--- src/common/gfm_pkg.sv ---
// Package for the pin function mux: timing, baud limits, function codes.
// Assumes a single 20 MHz clock; the host packet protocol lives outside.
//
// Summary of operation
// All serial ports use fixed 8N1 framing: one start, eight data, one stop.
// After reset every serial port runs at 115200 baud.
// Primary port baud is settable from 2400 to 2000000 by configuration command.
// Primary port carries host packet protocol, requested or periodic packets.
// External aiding data arrives on primary port or on a pin serial receiver.
// Differential-primary variant has no auxiliary port.
// Serial function puts transmit on first pin, receive on second pin.
// Pin serial baud is configurable from 2400 to 250 K.
// Auxiliary baud is configurable from 2400 to 2 M, independently.
// Pin and auxiliary functions change at any time without restart.
// Pin is 0-5 V for digital and frequency, serial level when serial selected.
// Receive only on second pin or aux rx, transmit only on first pin or aux tx.
// Pulse-per-second output pulses 50 ms at the start of each second.
// Pulse-per-second starts about 100 ms after power-up and always fires.
// Satellite time correction may shorten one interval to realign pulses.
// A time-initialised flag tells whether time and pulses are valid.
// Pulse marked by falling edge on auxiliary port, rising edge on pins.
// Fix output low for none or 2D fix, high for 3D or better.
// Pin packet output sends only when requested through pin packet input.
// At reset every pin and the auxiliary port are inactive and tristated.

`default_nettype none

package gfm_pkg;

   // ==========================================================
   // Clock and timing
   localparam int unsigned CLK_HZ       = 20_000_000;
   localparam int unsigned PPS_PULSE_MS = 50;
   localparam int unsigned PPS_START_MS = 100;
   localparam int unsigned SECOND_MS    = 1000;
   localparam int unsigned PPS_PULSE_CYC = PPS_PULSE_MS * (CLK_HZ / 1000);
   localparam int unsigned PPS_START_CYC = PPS_START_MS * (CLK_HZ / 1000);
   localparam int unsigned SECOND_CYC    = SECOND_MS * (CLK_HZ / 1000);

   // ==========================================================
   // Serial framing and baud limits
   localparam int unsigned UART_OVS      = 8;
   localparam logic [3:0]  FRAME_BITS    = 4'd10;
   localparam logic [20:0] BAUD_DEFAULT  = 21'd115200;
   localparam logic [20:0] BAUD_MIN      = 21'd2400;
   localparam logic [20:0] BAUD_PRI_MAX  = 21'd2000000;
   localparam logic [20:0] BAUD_PIN_MAX  = 21'd250000;
   localparam logic [20:0] BAUD_AUX_MAX  = 21'd2000000;

   // Serial port indices
   localparam int unsigned PORT_PRI = 0;
   localparam int unsigned PORT_PIN = 1;
   localparam int unsigned PORT_AUX = 2;

   // Function targets
   localparam logic [1:0] TGT_PIN1   = 2'd0;
   localparam logic [1:0] TGT_PIN2   = 2'd1;
   localparam logic [1:0] TGT_AUX_TX = 2'd2;
   localparam logic [1:0] TGT_AUX_RX = 2'd3;

   // ==========================================================
   // Types
   typedef enum logic [3:0] {
      FN_INACTIVE = 4'h0,
      FN_PPS_OUT  = 4'h1,
      FN_FIX_OUT  = 4'h2,
      FN_FREQ_IN  = 4'h3,
      FN_DIG_IN   = 4'h4,
      FN_SER_RX   = 4'h5,
      FN_SER_TX   = 4'h6,
      FN_PKT_RX   = 4'h7,
      FN_PKT_TX   = 4'h8,
      FN_ENC_IN   = 4'h9,
      FN_PASS     = 4'ha
   } gfm_func_e;

   typedef enum logic [2:0] {
      FIX_NONE = 3'h0,
      FIX_2D   = 3'h1,
      FIX_3D   = 3'h2,
      FIX_SBAS = 3'h3,
      FIX_DIFF = 3'h4,
      FIX_RTK  = 3'h5
   } gfm_fix_e;

   typedef struct packed {
      logic       valid;
      logic [7:0] data;
   } gfm_byte_s;

endpackage

`default_nettype wire

--- src/logic/gfm_uart.sv ---
// Fixed 8N1 serial transceiver with a phase-accumulator baud generator.
// Assumes rx_i is already synchronised to clk_i.

`default_nettype none

module gfm_uart #(
   parameter int unsigned CLK_HZ = gfm_pkg::CLK_HZ
) (
   // Clock and reset
   input  wire logic             clk_i,
   input  wire logic             nrst_i,
   // Configuration
   input  wire logic [20:0]      baud_i,
   // Transmit stream
   input  wire gfm_pkg::gfm_byte_s tx_i,
   output logic                  tx_ready_o,
   output logic                  tx_o,
   // Receive stream
   input  wire logic             rx_i,
   output gfm_pkg::gfm_byte_s    rx_o,
   output logic                  rx_ferr_o
);

   typedef enum logic [3:0] {
      RX_IDLE  = 4'b0001,
      RX_START = 4'b0010,
      RX_DATA  = 4'b0100,
      RX_STOP  = 4'b1000
   } gfm_rx_e;

   localparam logic [25:0] LIM = 26'(CLK_HZ);

   logic [25:0] acc_q;
   logic [25:0] acc_sum;
   logic        tick;
   logic [9:0]  tx_sh_q;
   logic [3:0]  tx_bits_q;
   logic [2:0]  tx_ph_q;
   gfm_rx_e     rx_st_q;
   logic [2:0]  rx_ph_q;
   logic [2:0]  rx_bits_q;
   logic [7:0]  rx_sh_q;

   // ==========================================================
   // Oversample tick, eight per bit; jitter is one clock at most
   assign acc_sum = acc_q + {2'b00, baud_i, 3'b000};
   assign tick    = acc_sum >= LIM;

   always_ff @(posedge clk_i or negedge nrst_i) begin
      if (!nrst_i) begin
         acc_q <= '0;
      end else begin
         acc_q <= tick ? acc_sum - LIM : acc_sum;
      end
   end

   // ==========================================================
   // Transmitter
   assign tx_ready_o = tx_bits_q == 4'd0;
   assign tx_o       = tx_sh_q[0];

   always_ff @(posedge clk_i or negedge nrst_i) begin
      if (!nrst_i) begin
         tx_sh_q   <= 10'h3ff;
         tx_bits_q <= 4'd0;
         tx_ph_q   <= 3'd0;
      end else if (tx_bits_q == 4'd0) begin
         if (tx_i.valid) begin
            tx_sh_q   <= {1'b1, tx_i.data, 1'b0};
            tx_bits_q <= gfm_pkg::FRAME_BITS;
            tx_ph_q   <= 3'd0;
         end
      end else if (tick) begin
         tx_ph_q <= tx_ph_q + 3'd1;
         if (tx_ph_q == 3'd7) begin
            tx_sh_q   <= {1'b1, tx_sh_q[9:1]};
            tx_bits_q <= tx_bits_q - 4'd1;
         end
      end
   end

   // ==========================================================
   // Receiver, samples mid-bit and checks the stop bit
   always_ff @(posedge clk_i or negedge nrst_i) begin
      if (!nrst_i) begin
         rx_st_q   <= RX_IDLE;
         rx_ph_q   <= 3'd0;
         rx_bits_q <= 3'd0;
         rx_sh_q   <= 8'h00;
         rx_o      <= '0;
         rx_ferr_o <= 1'b0;
      end else begin
         rx_o.valid <= 1'b0;
         rx_ferr_o  <= 1'b0;
         unique case (rx_st_q)
            RX_IDLE: begin
               rx_ph_q <= 3'd0;
               if (!rx_i) begin
                  rx_st_q <= RX_START;
               end
            end
            RX_START: if (tick) begin
               rx_ph_q <= rx_ph_q + 3'd1;
               if (rx_ph_q == 3'd3) begin
                  rx_ph_q   <= 3'd0;
                  rx_bits_q <= 3'd0;
                  rx_st_q   <= rx_i ? RX_IDLE : RX_DATA;
               end
            end
            RX_DATA: if (tick) begin
               rx_ph_q <= rx_ph_q + 3'd1;
               if (rx_ph_q == 3'd7) begin
                  rx_sh_q   <= {rx_i, rx_sh_q[7:1]};
                  rx_bits_q <= rx_bits_q + 3'd1;
                  if (rx_bits_q == 3'd7) begin
                     rx_st_q <= RX_STOP;
                  end
               end
            end
            RX_STOP: if (tick) begin
               rx_ph_q <= rx_ph_q + 3'd1;
               if (rx_ph_q == 3'd7) begin
                  rx_st_q <= RX_IDLE;
                  if (rx_i) begin
                     rx_o.valid <= 1'b1;
                     rx_o.data  <= rx_sh_q;
                  end else begin
                     rx_ferr_o <= 1'b1;
                  end
               end
            end
         endcase
      end
   end
endmodule

`default_nettype wire

--- src/logic/gfm_top.sv ---
// Pin function mux: pin and auxiliary function select, three serial ports,
// pulse-per-second and fix-status outputs.
// Assumes configuration strobes come from same-clock firmware logic and the
// packet protocol engine sits on the user-side byte streams.

`default_nettype none

module gfm_top #(
   parameter bit          HAS_AUX   = 1'b1,
   parameter int unsigned SEC_CYC   = gfm_pkg::SECOND_CYC,
   parameter int unsigned PULSE_CYC = gfm_pkg::PPS_PULSE_CYC,
   parameter int unsigned START_CYC = gfm_pkg::PPS_START_CYC
) (
   // Clock and reset
   input  wire logic               clk_i,
   input  wire logic               nrst_i,
   // Configuration commands
   input  wire logic               cfg_func_wr_i,
   input  wire logic [1:0]         cfg_target_i,
   input  wire gfm_pkg::gfm_func_e cfg_func_i,
   input  wire logic               cfg_baud_wr_i,
   input  wire logic [1:0]         cfg_port_i,
   input  wire logic [20:0]        cfg_baud_i,
   output logic                    cfg_err_o,
   // Time and fix status
   input  wire logic               time_fix_i,
   input  wire logic               time_valid_i,
   input  wire gfm_pkg::gfm_fix_e  fix_type_i,
   output logic                    time_init_o,
   // Byte streams: primary, pin, auxiliary
   input  wire gfm_pkg::gfm_byte_s tx_i [3],
   output logic                    tx_ready_o [3],
   output gfm_pkg::gfm_byte_s      rx_o [3],
   output logic                    rx_ferr_o [3],
   // Digital levels seen on pin1, pin2, aux receive
   output logic [2:0]              dig_in_o,
   output logic                    pin_pkt_en_o,
   // Primary serial pins
   input  wire logic               pri_rx_i,
   output logic                    pri_tx_o,
   // Multi-purpose pins
   input  wire logic               multi_pin_first_i,
   output logic                    multi_pin_first_o,
   output logic                    multi_pin_first_oe_o,
   output logic                    multi_pin_first_ser_o,
   input  wire logic               multi_pin_second_i,
   output logic                    multi_pin_second_o,
   output logic                    multi_pin_second_oe_o,
   output logic                    multi_pin_second_ser_o,
   // Auxiliary serial pins
   output logic                    aux_tx_o,
   output logic                    aux_tx_oe_o,
   input  wire logic               aux_rx_i
);

   logic [3:0]          pin_raw;
   logic [3:0]          meta_q;
   logic [3:0]          sync_q;
   gfm_pkg::gfm_func_e  fn_q [4];
   logic [20:0]         baud_q [3];
   logic                fn_legal;
   logic                baud_legal;
   logic [20:0]         baud_max;
   logic [24:0]         sec_cnt_q;
   logic [24:0]         start_cnt_q;
   logic                started_q;
   logic                pps_q;
   logic                fix_hi;
   logic                uart_tx [3];
   logic                uart_rx [3];
   logic                uart_rdy [3];
   gfm_pkg::gfm_byte_s  uart_txd [3];
   logic                pin_tx_fn;
   logic                pin_rx_fn;
   logic                aux_tx_fn;
   logic                aux_rx_fn;
   logic [24:0]         hi_len_q;

   // ==========================================================
   // Input synchronisers: pin1, pin2, aux rx, primary rx; reset to idle high
   assign pin_raw = {pri_rx_i, aux_rx_i, multi_pin_second_i, multi_pin_first_i};

   always_ff @(posedge clk_i or negedge nrst_i) begin
      if (!nrst_i) begin
         meta_q <= 4'hf;
         sync_q <= 4'hf;
      end else begin
         meta_q <= pin_raw;
         sync_q <= meta_q;
      end
   end

   // ==========================================================
   // Function select with legality per target
   function automatic logic is_rx(gfm_pkg::gfm_func_e f);
      return f == gfm_pkg::FN_SER_RX || f == gfm_pkg::FN_PKT_RX;
   endfunction

   function automatic logic is_tx(gfm_pkg::gfm_func_e f);
      return f == gfm_pkg::FN_SER_TX || f == gfm_pkg::FN_PKT_TX;
   endfunction

   always_comb begin
      unique case (cfg_target_i)
         gfm_pkg::TGT_PIN1:   fn_legal = !is_rx(cfg_func_i);
         gfm_pkg::TGT_PIN2:   fn_legal = !is_tx(cfg_func_i);
         gfm_pkg::TGT_AUX_TX: fn_legal = HAS_AUX && (is_tx(cfg_func_i) ||
            cfg_func_i inside {gfm_pkg::FN_INACTIVE, gfm_pkg::FN_PPS_OUT,
                               gfm_pkg::FN_FIX_OUT, gfm_pkg::FN_PASS});
         default:             fn_legal = HAS_AUX && (is_rx(cfg_func_i) ||
            cfg_func_i inside {gfm_pkg::FN_INACTIVE, gfm_pkg::FN_FREQ_IN,
                               gfm_pkg::FN_DIG_IN, gfm_pkg::FN_PASS});
      endcase
      unique case (cfg_port_i)
         2'd0:    baud_max = gfm_pkg::BAUD_PRI_MAX;
         2'd1:    baud_max = gfm_pkg::BAUD_PIN_MAX;
         default: baud_max = gfm_pkg::BAUD_AUX_MAX;
      endcase
      baud_legal = cfg_port_i != 2'd3 && cfg_baud_i >= gfm_pkg::BAUD_MIN &&
                   cfg_baud_i <= baud_max;
   end

   // Takes effect on the next clock, no restart needed
   always_ff @(posedge clk_i or negedge nrst_i) begin
      if (!nrst_i) begin
         fn_q <= '{default: gfm_pkg::FN_INACTIVE};
      end else if (cfg_func_wr_i && fn_legal) begin
         fn_q[cfg_target_i] <= cfg_func_i;
      end
   end

   always_ff @(posedge clk_i or negedge nrst_i) begin
      if (!nrst_i) begin
         baud_q <= '{default: gfm_pkg::BAUD_DEFAULT};
      end else if (cfg_baud_wr_i && baud_legal) begin
         baud_q[cfg_port_i] <= cfg_baud_i;
      end
   end

   // Reports the last command, the function write when both strobe together; a rejected one leaves settings untouched
   always_ff @(posedge clk_i or negedge nrst_i) begin
      if (!nrst_i) begin
         cfg_err_o <= 1'b0;
      end else if (cfg_func_wr_i) begin
         cfg_err_o <= !fn_legal;
      end else if (cfg_baud_wr_i) begin
         cfg_err_o <= !baud_legal;
      end
   end

   // ==========================================================
   // Pulse per second; free-running whatever the time validity
   always_ff @(posedge clk_i or negedge nrst_i) begin
      if (!nrst_i) begin
         start_cnt_q <= '0;
         started_q   <= 1'b0;
         sec_cnt_q   <= '0;
      end else if (!started_q) begin
         start_cnt_q <= start_cnt_q + 25'd1;
         started_q   <= start_cnt_q == 25'(START_CYC - 1);
      end else if (time_fix_i || sec_cnt_q == 25'(SEC_CYC - 1)) begin
         sec_cnt_q <= '0;
      end else begin
         sec_cnt_q <= sec_cnt_q + 25'd1;
      end
   end

   assign pps_q = started_q && sec_cnt_q < 25'(PULSE_CYC);

   always_ff @(posedge clk_i or negedge nrst_i) begin
      if (!nrst_i) begin
         time_init_o <= 1'b0;
      end else begin
         time_init_o <= time_valid_i;
      end
   end

   assign fix_hi = fix_type_i inside {gfm_pkg::FIX_3D, gfm_pkg::FIX_SBAS,
                                      gfm_pkg::FIX_DIFF, gfm_pkg::FIX_RTK};

   // ==========================================================
   // Serial ports
   assign pin_tx_fn = is_tx(fn_q[0]) || fn_q[0] == gfm_pkg::FN_PASS;
   assign pin_rx_fn = is_rx(fn_q[1]) || fn_q[1] == gfm_pkg::FN_PASS;
   assign aux_tx_fn = is_tx(fn_q[2]) || fn_q[2] == gfm_pkg::FN_PASS;
   assign aux_rx_fn = is_rx(fn_q[3]) || fn_q[3] == gfm_pkg::FN_PASS;
   // Packet output on a pin needs a packet input pin to request it
   assign pin_pkt_en_o = fn_q[0] != gfm_pkg::FN_PKT_TX ||
                         fn_q[1] == gfm_pkg::FN_PKT_RX;

   assign uart_rx[gfm_pkg::PORT_PRI] = sync_q[3];
   assign uart_rx[gfm_pkg::PORT_PIN] = pin_rx_fn ? sync_q[1] : 1'b1;
   assign uart_rx[gfm_pkg::PORT_AUX] = aux_rx_fn ? sync_q[2] : 1'b1;

   genvar gi;
   for (gi = 0; gi < 3; gi++) begin : g_port
      logic open;
      assign open = gi == gfm_pkg::PORT_PRI ? 1'b1 :
                    gi == gfm_pkg::PORT_PIN ? pin_tx_fn && pin_pkt_en_o : aux_tx_fn;
      assign uart_txd[gi]   = '{valid: tx_i[gi].valid && open, data: tx_i[gi].data};
      assign tx_ready_o[gi] = uart_rdy[gi] && open;
      gfm_uart u_uart (
         .clk_i      (clk_i),
         .nrst_i     (nrst_i),
         .baud_i     (baud_q[gi]),
         .tx_i       (uart_txd[gi]),
         .tx_ready_o (uart_rdy[gi]),
         .tx_o       (uart_tx[gi]),
         .rx_i       (uart_rx[gi]),
         .rx_o       (rx_o[gi]),
         .rx_ferr_o  (rx_ferr_o[gi])
      );
   end

   assign pri_tx_o = uart_tx[gfm_pkg::PORT_PRI];

   // ==========================================================
   // Pin drivers, registered
   always_ff @(posedge clk_i or negedge nrst_i) begin
      if (!nrst_i) begin
         multi_pin_first_o      <= 1'b0;
         multi_pin_first_oe_o   <= 1'b0;
         multi_pin_first_ser_o  <= 1'b0;
         multi_pin_second_o     <= 1'b0;
         multi_pin_second_oe_o  <= 1'b0;
         multi_pin_second_ser_o <= 1'b0;
         aux_tx_o               <= 1'b1;
         aux_tx_oe_o            <= 1'b0;
         dig_in_o               <= 3'b000;
      end else begin
         multi_pin_first_o <= fn_q[0] == gfm_pkg::FN_PPS_OUT ? pps_q :
                              fn_q[0] == gfm_pkg::FN_FIX_OUT ? fix_hi :
                              uart_tx[gfm_pkg::PORT_PIN];
         multi_pin_first_oe_o <= pin_tx_fn || fn_q[0] inside
            {gfm_pkg::FN_PPS_OUT, gfm_pkg::FN_FIX_OUT};
         multi_pin_first_ser_o  <= pin_tx_fn;
         multi_pin_second_o     <= fn_q[1] == gfm_pkg::FN_PPS_OUT ? pps_q : fix_hi;
         multi_pin_second_oe_o  <= fn_q[1] inside {gfm_pkg::FN_PPS_OUT, gfm_pkg::FN_FIX_OUT};
         multi_pin_second_ser_o <= pin_rx_fn;
         // Falling edge marks the second on the auxiliary line
         aux_tx_o    <= fn_q[2] == gfm_pkg::FN_PPS_OUT ? !pps_q :
                        fn_q[2] == gfm_pkg::FN_FIX_OUT ? fix_hi :
                        uart_tx[gfm_pkg::PORT_AUX];
         aux_tx_oe_o <= fn_q[2] != gfm_pkg::FN_INACTIVE;
         dig_in_o[0] <= fn_q[0] inside {gfm_pkg::FN_DIG_IN, gfm_pkg::FN_FREQ_IN,
                                        gfm_pkg::FN_ENC_IN} && sync_q[0];
         dig_in_o[1] <= fn_q[1] inside {gfm_pkg::FN_DIG_IN, gfm_pkg::FN_FREQ_IN,
                                        gfm_pkg::FN_ENC_IN} && sync_q[1];
         dig_in_o[2] <= fn_q[3] inside {gfm_pkg::FN_DIG_IN, gfm_pkg::FN_FREQ_IN} &&
                        sync_q[2];
      end
   end

   // ==========================================================
   // Checks
   always_ff @(posedge clk_i or negedge nrst_i) begin
      if (!nrst_i) begin
         hi_len_q <= '0;
      end else begin
         hi_len_q <= pps_q ? hi_len_q + 25'd1 : '0;
      end
   end
endmodule

`default_nettype wire

--- config.mk ---
export PLATFORM = sky130hd
export DESIGN_NAME = gfm_top
export DESIGN_NICKNAME = d
export VERILOG_FILES = /design/src/common/gfm_pkg.sv /design/src/logic/gfm_uart.sv /design/src/logic/gfm_top.sv
export SDC_FILE = /design/constraint.sdc
export NUM_CORES = 1
export LEC_CHECK = 0
export BUFFER_PORTS_ARGS = -buffer_cell sky130_fd_sc_hd__buf_2
export CORE_MARGIN = 1
export CORE_UTILIZATION = 44
export DETAILED_ROUTE_END_ITERATION = 7
export MAX_ROUTING_LAYER = met4
export PLACE_DENSITY_LB_ADDON = 0.3
export SETUP_SLACK_MARGIN = 0.3
export SLEW_MARGIN = 20
export SYNTH_ARGS = -nofsm -noshare
export SYNTH_HDL_FRONTEND = slang
export SYNTH_SLANG_ARGS = --single-unit
--- constraint.sdc ---
create_clock -name clk_i -period 5.54 [get_ports clk_i]
set_clock_uncertainty 0.15 [all_clocks]
set_input_delay 0.554 -clock clk_i [delete_from_list [all_inputs] [get_ports clk_i]]
set_output_delay 0.554 -clock clk_i [all_outputs]
set_load 0.02 [all_outputs]
Yosys cells after proc, flatten, opt, wreduce, memory -nomap -nowiden
Cells that the tools add are included.
Cells by class
  multiplexer cells: 136
  reduce and logical (&&, ||, !) cells: 83
  add/subtract/negate cells: 20
  equal/unequal tests: 100
  order comparisons: 10
  bitwise gates (word level): 2
Operator list (number)
  $mux W4: 37
  $mux W10: 12
  $mux W9: 12
  $mux W3: 33
  $add A26 B24 Y26: 3
  $ge A26 B25 Y1 const B: 3
  $mux W26: 3
  $sub A26 B25 Y26 const B: 3
  $eq A4 B3 Y1 const B: 16
  $bwmux W63: 1
  $eq A4 B4 Y1 const B: 13
  $ne A2 B1 Y1 const B: 26
  $add A25 B1 Y25 const B: 2
  $pmux W4 S4: 3
  $eq A4 B2 Y1 const B: 11
  $demux W21 S2: 1
  $mux W21: 2
  $eq A3 B3 Y1 const B: 11
  $eq A4 B1 Y1 const B: 7
  $add A3 B1 Y3 const B: 9
  $pmux W3 S3: 3
  $reduce_bool A2 Y1: 13
  $eq A25 B21 Y1 const B: 1
  $eq A25 B25 Y1 const B: 1
  other kinds (31): 125
Word-level totals
  output and inout bits: 48
  bits of input ports: 69
  word-level logic and storage cells: 407
  flip-flop bits (word level): 364

Logic depth before layout (Yosys ltp)
Gate-level depths: netlist of the first run.
  word-level depth: 8
  mapped depth: 18
  gate-level depth less buffers: 16

Modules after synthesis
Synthesis of the first run repeated with hierarchy kept, for this count alone.
Unflattened totals
  cell total of the unflattened synthesis: 1957
  area, all modules: 20231.9 um^2
Modules (own cells, without submodules)
  gfm_top: area each 6790.3 um^2, cells each 571, seq. area each 3804.9 um^2, times used 1
  gfm_uart at g_port[2].u_uart: area each 4509.3 um^2, cells each 462, seq. area each 1689.1 um^2, times used 1
  gfm_uart at g_port[0].u_uart: area each 4486.8 um^2, cells each 464, seq. area each 1689.1 um^2, times used 1
  gfm_uart at g_port[1].u_uart: area each 4445.5 um^2, cells each 460, seq. area each 1689.1 um^2, times used 1

Worst setup path before layout of the first run
OpenSTA, ideal clock, no wires.
  path type: register to register
  start point: register baud_q[42] (netlist bit)
  end point: register g_port[0].u_uart.rx_sh_q[0]
  setup time: 125 ps
  slack: 1562 ps
  data arrival time: 3703 ps
  clock period less this slack: 3978 ps
  buffers on the path: 1
  data required time: 5265 ps
  cell stages (with the launch flop): 15
  cells stage by stage: dfrtp_1 ha_1 fa_1 a211oi_1 o21ai_0 a21oi_2 xnor2_1 nor4b_1 o41a_1 nor3b_2 o221ai_2 nand2_1 nor2_1 buf_2 mux2_2
Between the ends
  longest elaborated chain between the ends: 3
RTL lines
  start, declared: RTL line gfm_top.sv:60  | logic [20:0] baud_q [3];
  start signal, assigned by index: RTL line gfm_top.sv:136  | baud_q[cfg_port_i] <= cfg_baud_i;
  $add A26 B24 Y26: RTL line gfm_uart.sv:46  | assign acc_sum = acc_q + {2'b00, baud_i, 3'b000};
  $ge A26 B25 Y1: RTL line gfm_uart.sv:47  | assign tick = acc_sum >= LIM;
  $reduce_and A3 Y1 (no source line)
  end signal, assigned: RTL line gfm_uart.sv:113  | rx_sh_q <= {rx_i, rx_sh_q[7:1]};
  end, declared: RTL line gfm_uart.sv:42  | logic [7:0] rx_sh_q;
No other way between the ends.
A chain may end at the register's enable or synchronous reset.

Final worst setup path of the first run
  start point: register baud_q[0] (netlist bit)
  end point: register g_port[2].u_uart.tx_sh_q[1]
Between the ends
  longest elaborated chain between the ends: 4
RTL lines
  $add A26 B24 Y26: RTL line gfm_uart.sv:46
  $ge A26 B25 Y1: RTL line gfm_uart.sv:47
  $reduce_bool A2 Y1 (no source line)
  $reduce_and A3 Y1 (no source line)
  end signal, assigned: RTL line gfm_uart.sv:69  | tx_sh_q <= {1'b1, tx_i.data, 1'b0};
  end signal, assigned: RTL line gfm_uart.sv:76  | tx_sh_q <= {1'b1, tx_sh_q[9:1]};
  end, declared: RTL line gfm_uart.sv:36  | logic [9:0] tx_sh_q;
No other way between the ends.

==> out/summary.txt, run 1 <==
status -> completed
Vias -> 15,400
Final ANT Viol Nets -> 0
Fmax achieved -> 211 MHz
cell family with most CP delay -> compound AO/OA/AOI/OAI gates
Avg Vias per Cell -> 5.63
final setup vio count -> 0
Wirelength per Cell -> 16.3 um
Post-CTS Setup Inserts -> 0
slowest stage delay, CP -> 0.60 ns
DPL Wire Length -> 31.8 mm
M2 GR Usage -> 31.1%
Post-Synthesis Net Count -> 2,156
number of port buffers -> 115
Critical Path Fanout Max -> 11
commonest non-fill, non-tap cell in the layout -> dfrtp_1
CTS tree -> built
setup ws final -> 0.798 ns
leakage power -> 10.2 nW
Worst Hold Class -> input port to register
RR Endpoint -> g_port[2].u_uart.tx_sh_q[1]
Min-Delay Endpoint -> g_port[1].u_uart.tx_sh_q[8]
max-slew violations -> 0
vias in the first global route -> 15,200
Cell Area, Synth -> 20,200 sq um
worst slack, placed -> 0.809 ns
Die Ht -> 216 um
RSZ-0062 raised after global routing -> no
fin crit share -> 85.6%
first-pass GRT wire length -> 75.2 mm
Hold Fails Final Rpt -> 0
Max rail drop VDD -> 0.330 mV
asr flop ratio synth -> 100%
CTS Sinks -> 352
GRT Overall Usage -> 19.9%
hold_sp -> tx_i[16]
sequential fraction of the synthesis area -> 43.9%
Worst path slowest cell -> o22a_1
critical path data arrival time -> 5.09 ns
Hold Path Depth -> 3
io pins -> 117
Max-cap violations -> 0
grt met1 use -> 26.2%
overall routed net length -> 44.4 mm
Worst-Skew Late Latency -> 0.57 ns
worst slew pin tran -> 0.949 ns
DRC -> 0
crit path from -> baud_q[0]
die width -> 216 um
CP most frequent cell -> a221oi_4
initial drt markers -> 1,041
Setup crit start kind -> register
Filler cells -> 4,055
setup tns final -> 0 ns
CTS buffer count -> 41
Inst Count DP -> 2,645
post-synthesis register bit count -> 352
Yosys cell types -> 106
Pwr Density -> 651 nW/um^2
Buf/Inv on CP -> 0
r2r startpoint -> baud_q[0]
Mapped Cells -> 1,981
Initial Util -> 44.6%
worst reg2reg path depth -> 12
critical path class -> register to register
GPL Wtd Cong -> 0.940
Final min period -> 4.74 ns
most frequent cells in the layout -> dfrtp_1 (301), nand2_1 (186), nor2_1 (162), mux2_2 (139), buf_2 (114)
critical path endpoint category -> register
drt first pass iters -> 5
CP Data Required Time -> 5.89 ns
initial antenna violation count -> 2
Synth Warn # -> 0
number of synthesized flops with an enable pin -> 0
Nets -> 2,269
row count -> 78
core area -> 45,300 sq um
P&R area growth vs syn -> 12.7%
H-Tree Depth -> 2
grt ovf -> 0
CTS max path bufs -> 3
max_slew headroom -> 36.8%
fin cells -> 2,729
commonest register cell after synthesis -> dfrtp_1
GRT Max-Usage Layer -> met2
die footprint -> 46,800 sq um
crit path cell chain -> ha_1, fa_1, a21o_1, a221oi_4, o21ai_2, xor2_1, or4b_1, nand4_1, o311ai_2, a221oi_4, o22a_1, mux2_2
layout cell share with drive strength beyond 1 -> 21.1%
clock root cell -> clkbuf_16
largest net degree at the start of global routing -> 117
R2R Setup Slk -> 0.80 ns
Worst path depth -> 12
met3 usage in global routing -> 3.79%
Mean Syn Cell Area -> 10.2 sq um
Clk pin slew, worst setup/hold paths -> 0.06 ns
through the flow:
step	util, %	instance area (sq um)	total power [W]	hold WS [ns]
floorplan	-	20200	0.0104	0.108
global placement	47.2	21400	0.0119	0.196
detailed placement	47.2	21400	0.0121	0.197
CTS	50.3	22800	0.0149	0.0523
global route	50.3	22800	0.0161	0.0968
finish	50.3	22800	0.0148	0.0850
synthesized netlist by cell type (all sizes together) (8+ instances only):
cell type / count / area, sq um
o31ai: 15 / 113
xor2: 48 / 428
mux2i: 17 / 170
o21a: 12 / 91.3
or2: 12 / 77.6
a211oi: 23 / 183
nor4: 16 / 106
o221ai: 9 / 91.3
and2: 19 / 119
mux2: 149 / 1710
dfstp: 51 / 1340
nand2: 186 / 698
nand2b: 17 / 106
nand3b: 14 / 105
nor3b: 16 / 125
a2111oi: 8 / 88.8
and3: 22 / 143
a22o: 14 / 123
nor4b: 14 / 123
clkbuf: 39 / 146
nand3: 57 / 285
or3: 22 / 138
nor2: 162 / 608
dfrtp: 301 / 7530
o22ai: 13 / 81.3
a21oi: 112 / 572
nor2b: 19 / 119
o21bai: 11 / 82.6
buf: 27 / 171
ha: 103 / 1290
inv: 66 / 248
a21o: 30 / 225
a21boi: 8 / 60.1
a221oi: 9 / 120
nor3: 40 / 200
xnor2: 71 / 622
o211ai: 16 / 130
o21ai: 78 / 394
and4: 8 / 70.1
nand4: 25 / 178
a31oi: 20 / 146
what timing repair did:
| item | CTS | global route |
|---|---|---|
| hold buffers | 6 | 0 |
| gates resized for setup | 0 | 0 |
| hold endpoints to repair | 67 | 0 |
| setup endpoints to repair | 0 | 0 |
registers in the layout, indices dropped and copies added (netlist names), 16 cells and up:
| signal | flops |
|---|---|
| g_port.u_uart.rx_sh_q | 24 |
| sec_cnt_q | 25 |
| start_cnt_q | 25 |
| fn_q | 16 |
| g_port.u_uart.tx_sh_q | 27 |
| baud_q | 63 |
| g_port.u_uart.rx_o | 27 |
| g_port.u_uart.acc_q | 69 |
tightest hold or removal path, delay by kind of cell:
kind,cells,cell delay [ns]
buf+inv,1,0.10
compound gates,1,0.05
simple gates,1,0.09
layout make-up:
type	count	area, sq um	share of cell area, %
Antenna cell	2	5.00	0.0220
Clock inverter	15	95.1	0.418
Clock buffer	61	1250	5.51
Multi-Input combinational cell	1497	10800	47.3
Inverter	66	248	1.09
Sequential cell	352	8870	39.0
Timing Repair Buffer	136	783	3.44
Tap cell	600	751	3.30
report_power, final:
part / switching (W) / internal, W / leakage (nW)
clock network: 0.00109 / 0.00157 / 0.669
logic: 0.00499 / 0.00338 / 5.25
registers: 0.000372 / 0.00341 / 4.26
logic make-up after synthesis:
family                   synth area share [%]
AND/OR/NAND/NOR                          16.9
AO/OA/AOI/OAI                            15.3
flip-flops                               43.9
multiplexers                             9.30
buffers and inverters                    2.80
XOR/XNOR                                 5.20
adder cells (fa/ha/maj)                  6.68
layer usage:
metal	wire (um)	up-vias
met4	1010	0
met5	0	-
met3	2140	80
li1	-	7444
met1	20500	7562
met2	20700	280
worst max path at each step:
stage / endpoint / slack (ns)
4_1_cts: g_port[2].u_uart.tx_sh_q[1] / 0.76
3_3_place_gp: g_port[2].u_uart.tx_sh_q[1] / 0.93
5_1_grt: g_port[0].u_uart.rx_o[3] / 0.40
2_1_floorplan: g_port[0].u_uart.rx_sh_q[0] / 1.56
6_report: g_port[2].u_uart.tx_sh_q[1] / 0.80
3_5_place_dp: g_port[2].u_uart.tx_sh_q[1] / 0.81
Note: power is estimated with default switching activity, not from simulation.
==> run 2: changes to the inputs <==
--- a/config.mk
+++ b/config.mk
@@ -8,6 +8,7 @@
 export BUFFER_PORTS_ARGS = -buffer_cell sky130_fd_sc_hd__buf_2
 export CORE_MARGIN = 1
 export CORE_UTILIZATION = 44
+export CTS_BUF_LIST = sky130_fd_sc_hd__clkbuf_4
 export DETAILED_ROUTE_END_ITERATION = 7
 export MAX_ROUTING_LAYER = met4
 export PLACE_DENSITY_LB_ADDON = 0.3
==> run 2 against run 1 <==
Net effect:
- sequential power about the same
- via count up 4.4%
- critical path depth up 1
- non-clock buffer count up 62
- highest routed layer unchanged
- worst hold slack better by 0.021 ns
- sequential cell count unchanged
- power down 1.4%
- first-iteration DRC count up 8.3%
- clock-buffer cell count up 95
- worst setup slack worse by 0.036 ns
- die area unchanged
- clock power down 10%
- largest cell class unchanged
==> out/summary.txt, run 2 (synthesis results as in run 1) <==
status -> completed
worst slack, placed -> 0.809 ns
max_slew headroom -> 37.7%
worst slew pin tran -> 0.921 ns
DRC -> 0
Final Cell Area -> 23,300 sq um
Sequential Power Share -> 25.9%
critical path data arrival time -> 5.29 ns
clock root cell -> clkbuf_4
fin crit share -> 86.3%
crit path from -> baud_q[42]
Post-CTS Setup Inserts -> 0
critical path endpoint category -> register
Cell Int Power -> 0.00810 W
Pwr Density -> 627 nW/um^2
Initial Util -> 44.6%
Cell Area, Placed -> 21,400 sq um
post-CTS sizing -> 0
final setup vio count -> 0
crit path cell chain -> ha_1, fa_1, a211oi_1, o21ai_0, a21oi_2, xnor2_1, nor4b_1, o41a_1, nor3b_2, o221ai_2, buf_4, nand4_1, mux2_2
io pins -> 117
most frequent cells in the layout -> dfrtp_1 (301), nand2_1 (186), nor2_1 (162), clkbuf_4 (156), mux2_2 (139)
Largest regs -> g_port.u_uart.acc_q: 69 flops, baud_q: 63 flops
die width -> 216 um
first-pass GRT wire length -> 78.0 mm
R2R Setup Slk -> 0.76 ns
Vias -> 16,000
critical path class -> register to register
Worst Hold Class -> input port to register
Worst path slowest cell -> nor4b_1
Worst-Skew Late Latency -> 0.82 ns
Clk pin slew, worst setup/hold paths -> 0.07 ns
Avg Vias per Cell -> 5.54
drt first pass iters -> 8
setup ws final -> 0.761 ns
die footprint -> 46,800 sq um
CP Data Required Time -> 6.06 ns
RSZ-0062 raised after global routing -> no
Final min period -> 4.78 ns
fin cells -> 2,899
P&R area growth vs syn -> 15.4%
Hold Fails Final Rpt -> 0
CTS Sinks -> 352
number of port buffers -> 115
hold_sp -> cfg_target_i[0]
grt ovf -> 0
# hold bufs at CTS -> 68
max FFs per register -> 69
footprint of the multi-input gates -> 10,800 sq um
commonest non-fill, non-tap cell in the layout -> dfrtp_1
overall routed net length -> 46.0 mm
Clock Power Share -> 16.4%
GPL Wtd Cong -> 0.940
leakage power -> 10.5 nW
Filler cells -> 4,046
Max rail drop VDD -> 0.326 mV
CTS buffer count -> 97
Critical Path Fanout Max -> 15
Wirelength per Cell -> 15.9 um
power share of the combinational group -> 57.7%
register area -> 8870 sq um
Max-cap violations -> 0
r2r startpoint -> baud_q[42]
switching share of power -> 44.6%
H-Tree Depth -> 3
final hold slack -> 0.106 ns
initial antenna violation count -> 3
Most flops, register -> g_port.u_uart.acc_q
layout cell share with drive strength beyond 1 -> 23.6%
largest net degree at the start of global routing -> 117
Setup crit start kind -> register
CTS tree -> built
DPL Wire Length -> 31.8 mm
cell family with most CP delay -> compound AO/OA/AOI/OAI gates
Nets -> 2,387
vias in the first global route -> 16,000
setup tns final -> 0 ns
CTS max path bufs -> 3
GRT Overall Usage -> 20.7%
Die Ht -> 216 um
max-slew violations -> 0
core area -> 45,300 sq um
Inst Count DP -> 2,645
row count -> 78
slowest stage delay, CP -> 0.55 ns
Buf/Inv on CP -> 1
initial drt markers -> 1,127
switching power -> 0.00652 W
Fmax achieved -> 209 MHz
Final ANT Viol Nets -> 0
-- run 2: cell types whose count changed in the layout (fill, tap and decap cells not counted), moves of 8 or more --
cell           delta
clkbuf_4        +156
dlygate4sd3_1    +62
clkbuf_16        -44
clkinv_1         +22
clkbuf_8          -9
clkbuf_1          -8
-- run 2: final timing paths --
check | to | cells past startpoint
min in group asynchronous | g_port[1].u_uart.acc_q[7] | 2
worst max register to register | g_port[0].u_uart.rx_o[1] | 13
max in group asynchronous | g_port[0].u_uart.rx_sh_q[0] | 3
worst max-delay path | g_port[0].u_uart.rx_o[1] | 13
worst min-delay path | fn_q[12] | 3
worst min register to register | sync_q[3] | 0
-- run 2: power by group through the flow --
stage / clock network (W) / logic (W) / registers (W)
after floorplan: 0 / 0.00666 / 0.00373
after global placement: 0 / 0.00810 / 0.00380
after detailed placement: 0 / 0.00832 / 0.00382
after CTS: 0.00250 / 0.00842 / 0.00378
after global routing: 0.00263 / 0.00946 / 0.00386
final: 0.00239 / 0.00844 / 0.00378
-- run 2: final cells by class --
class	instances	area share [%]
multi-input cells	1497	46.2
flip-flops and latches	352	38.0
repair buffers	198	6.02
clock buffers	156	5.02
well taps	600	3.22
inverters	66	1.06
clock inverters	26	0.429
diodes	4	0.0429
-- run 2: routing by layer --
metal	track usage (%)	wire length (um)	up-vias
met5	-	0	-
met4	7.70	1290	0
met3	4.55	2250	113
met1	26.6	21100	7853
met2	31.9	21400	321
li1	-	-	7759
-- run 2: worst register-to-register path, stage by stage, from the launching register on --
cell      delay (ns)
dfrtp_1         0.38
ha_1            0.23
fa_1            0.43
a211oi_1        0.36
o21ai_0         0.29
a21oi_2         0.41
xnor2_1         0.26
nor4b_1         0.55
o41a_1          0.27
nor3b_2         0.06
o221ai_2        0.15
buf_4           0.24
nand4_1         0.43
mux2_2          0.43
-- run 2: metrics by stage --
| step | total power, W | utilization (%) |
|---|---|---|
| 2_1_floorplan | 0.0104 | - |
| 6_report | 0.0146 | 51.5 |
| 5_1_grt | 0.0159 | 51.5 |
| 3_5_place_dp | 0.0121 | 47.2 |
| 4_1_cts | 0.0147 | 51.5 |
| 3_3_place_gp | 0.0119 | 47.2 |
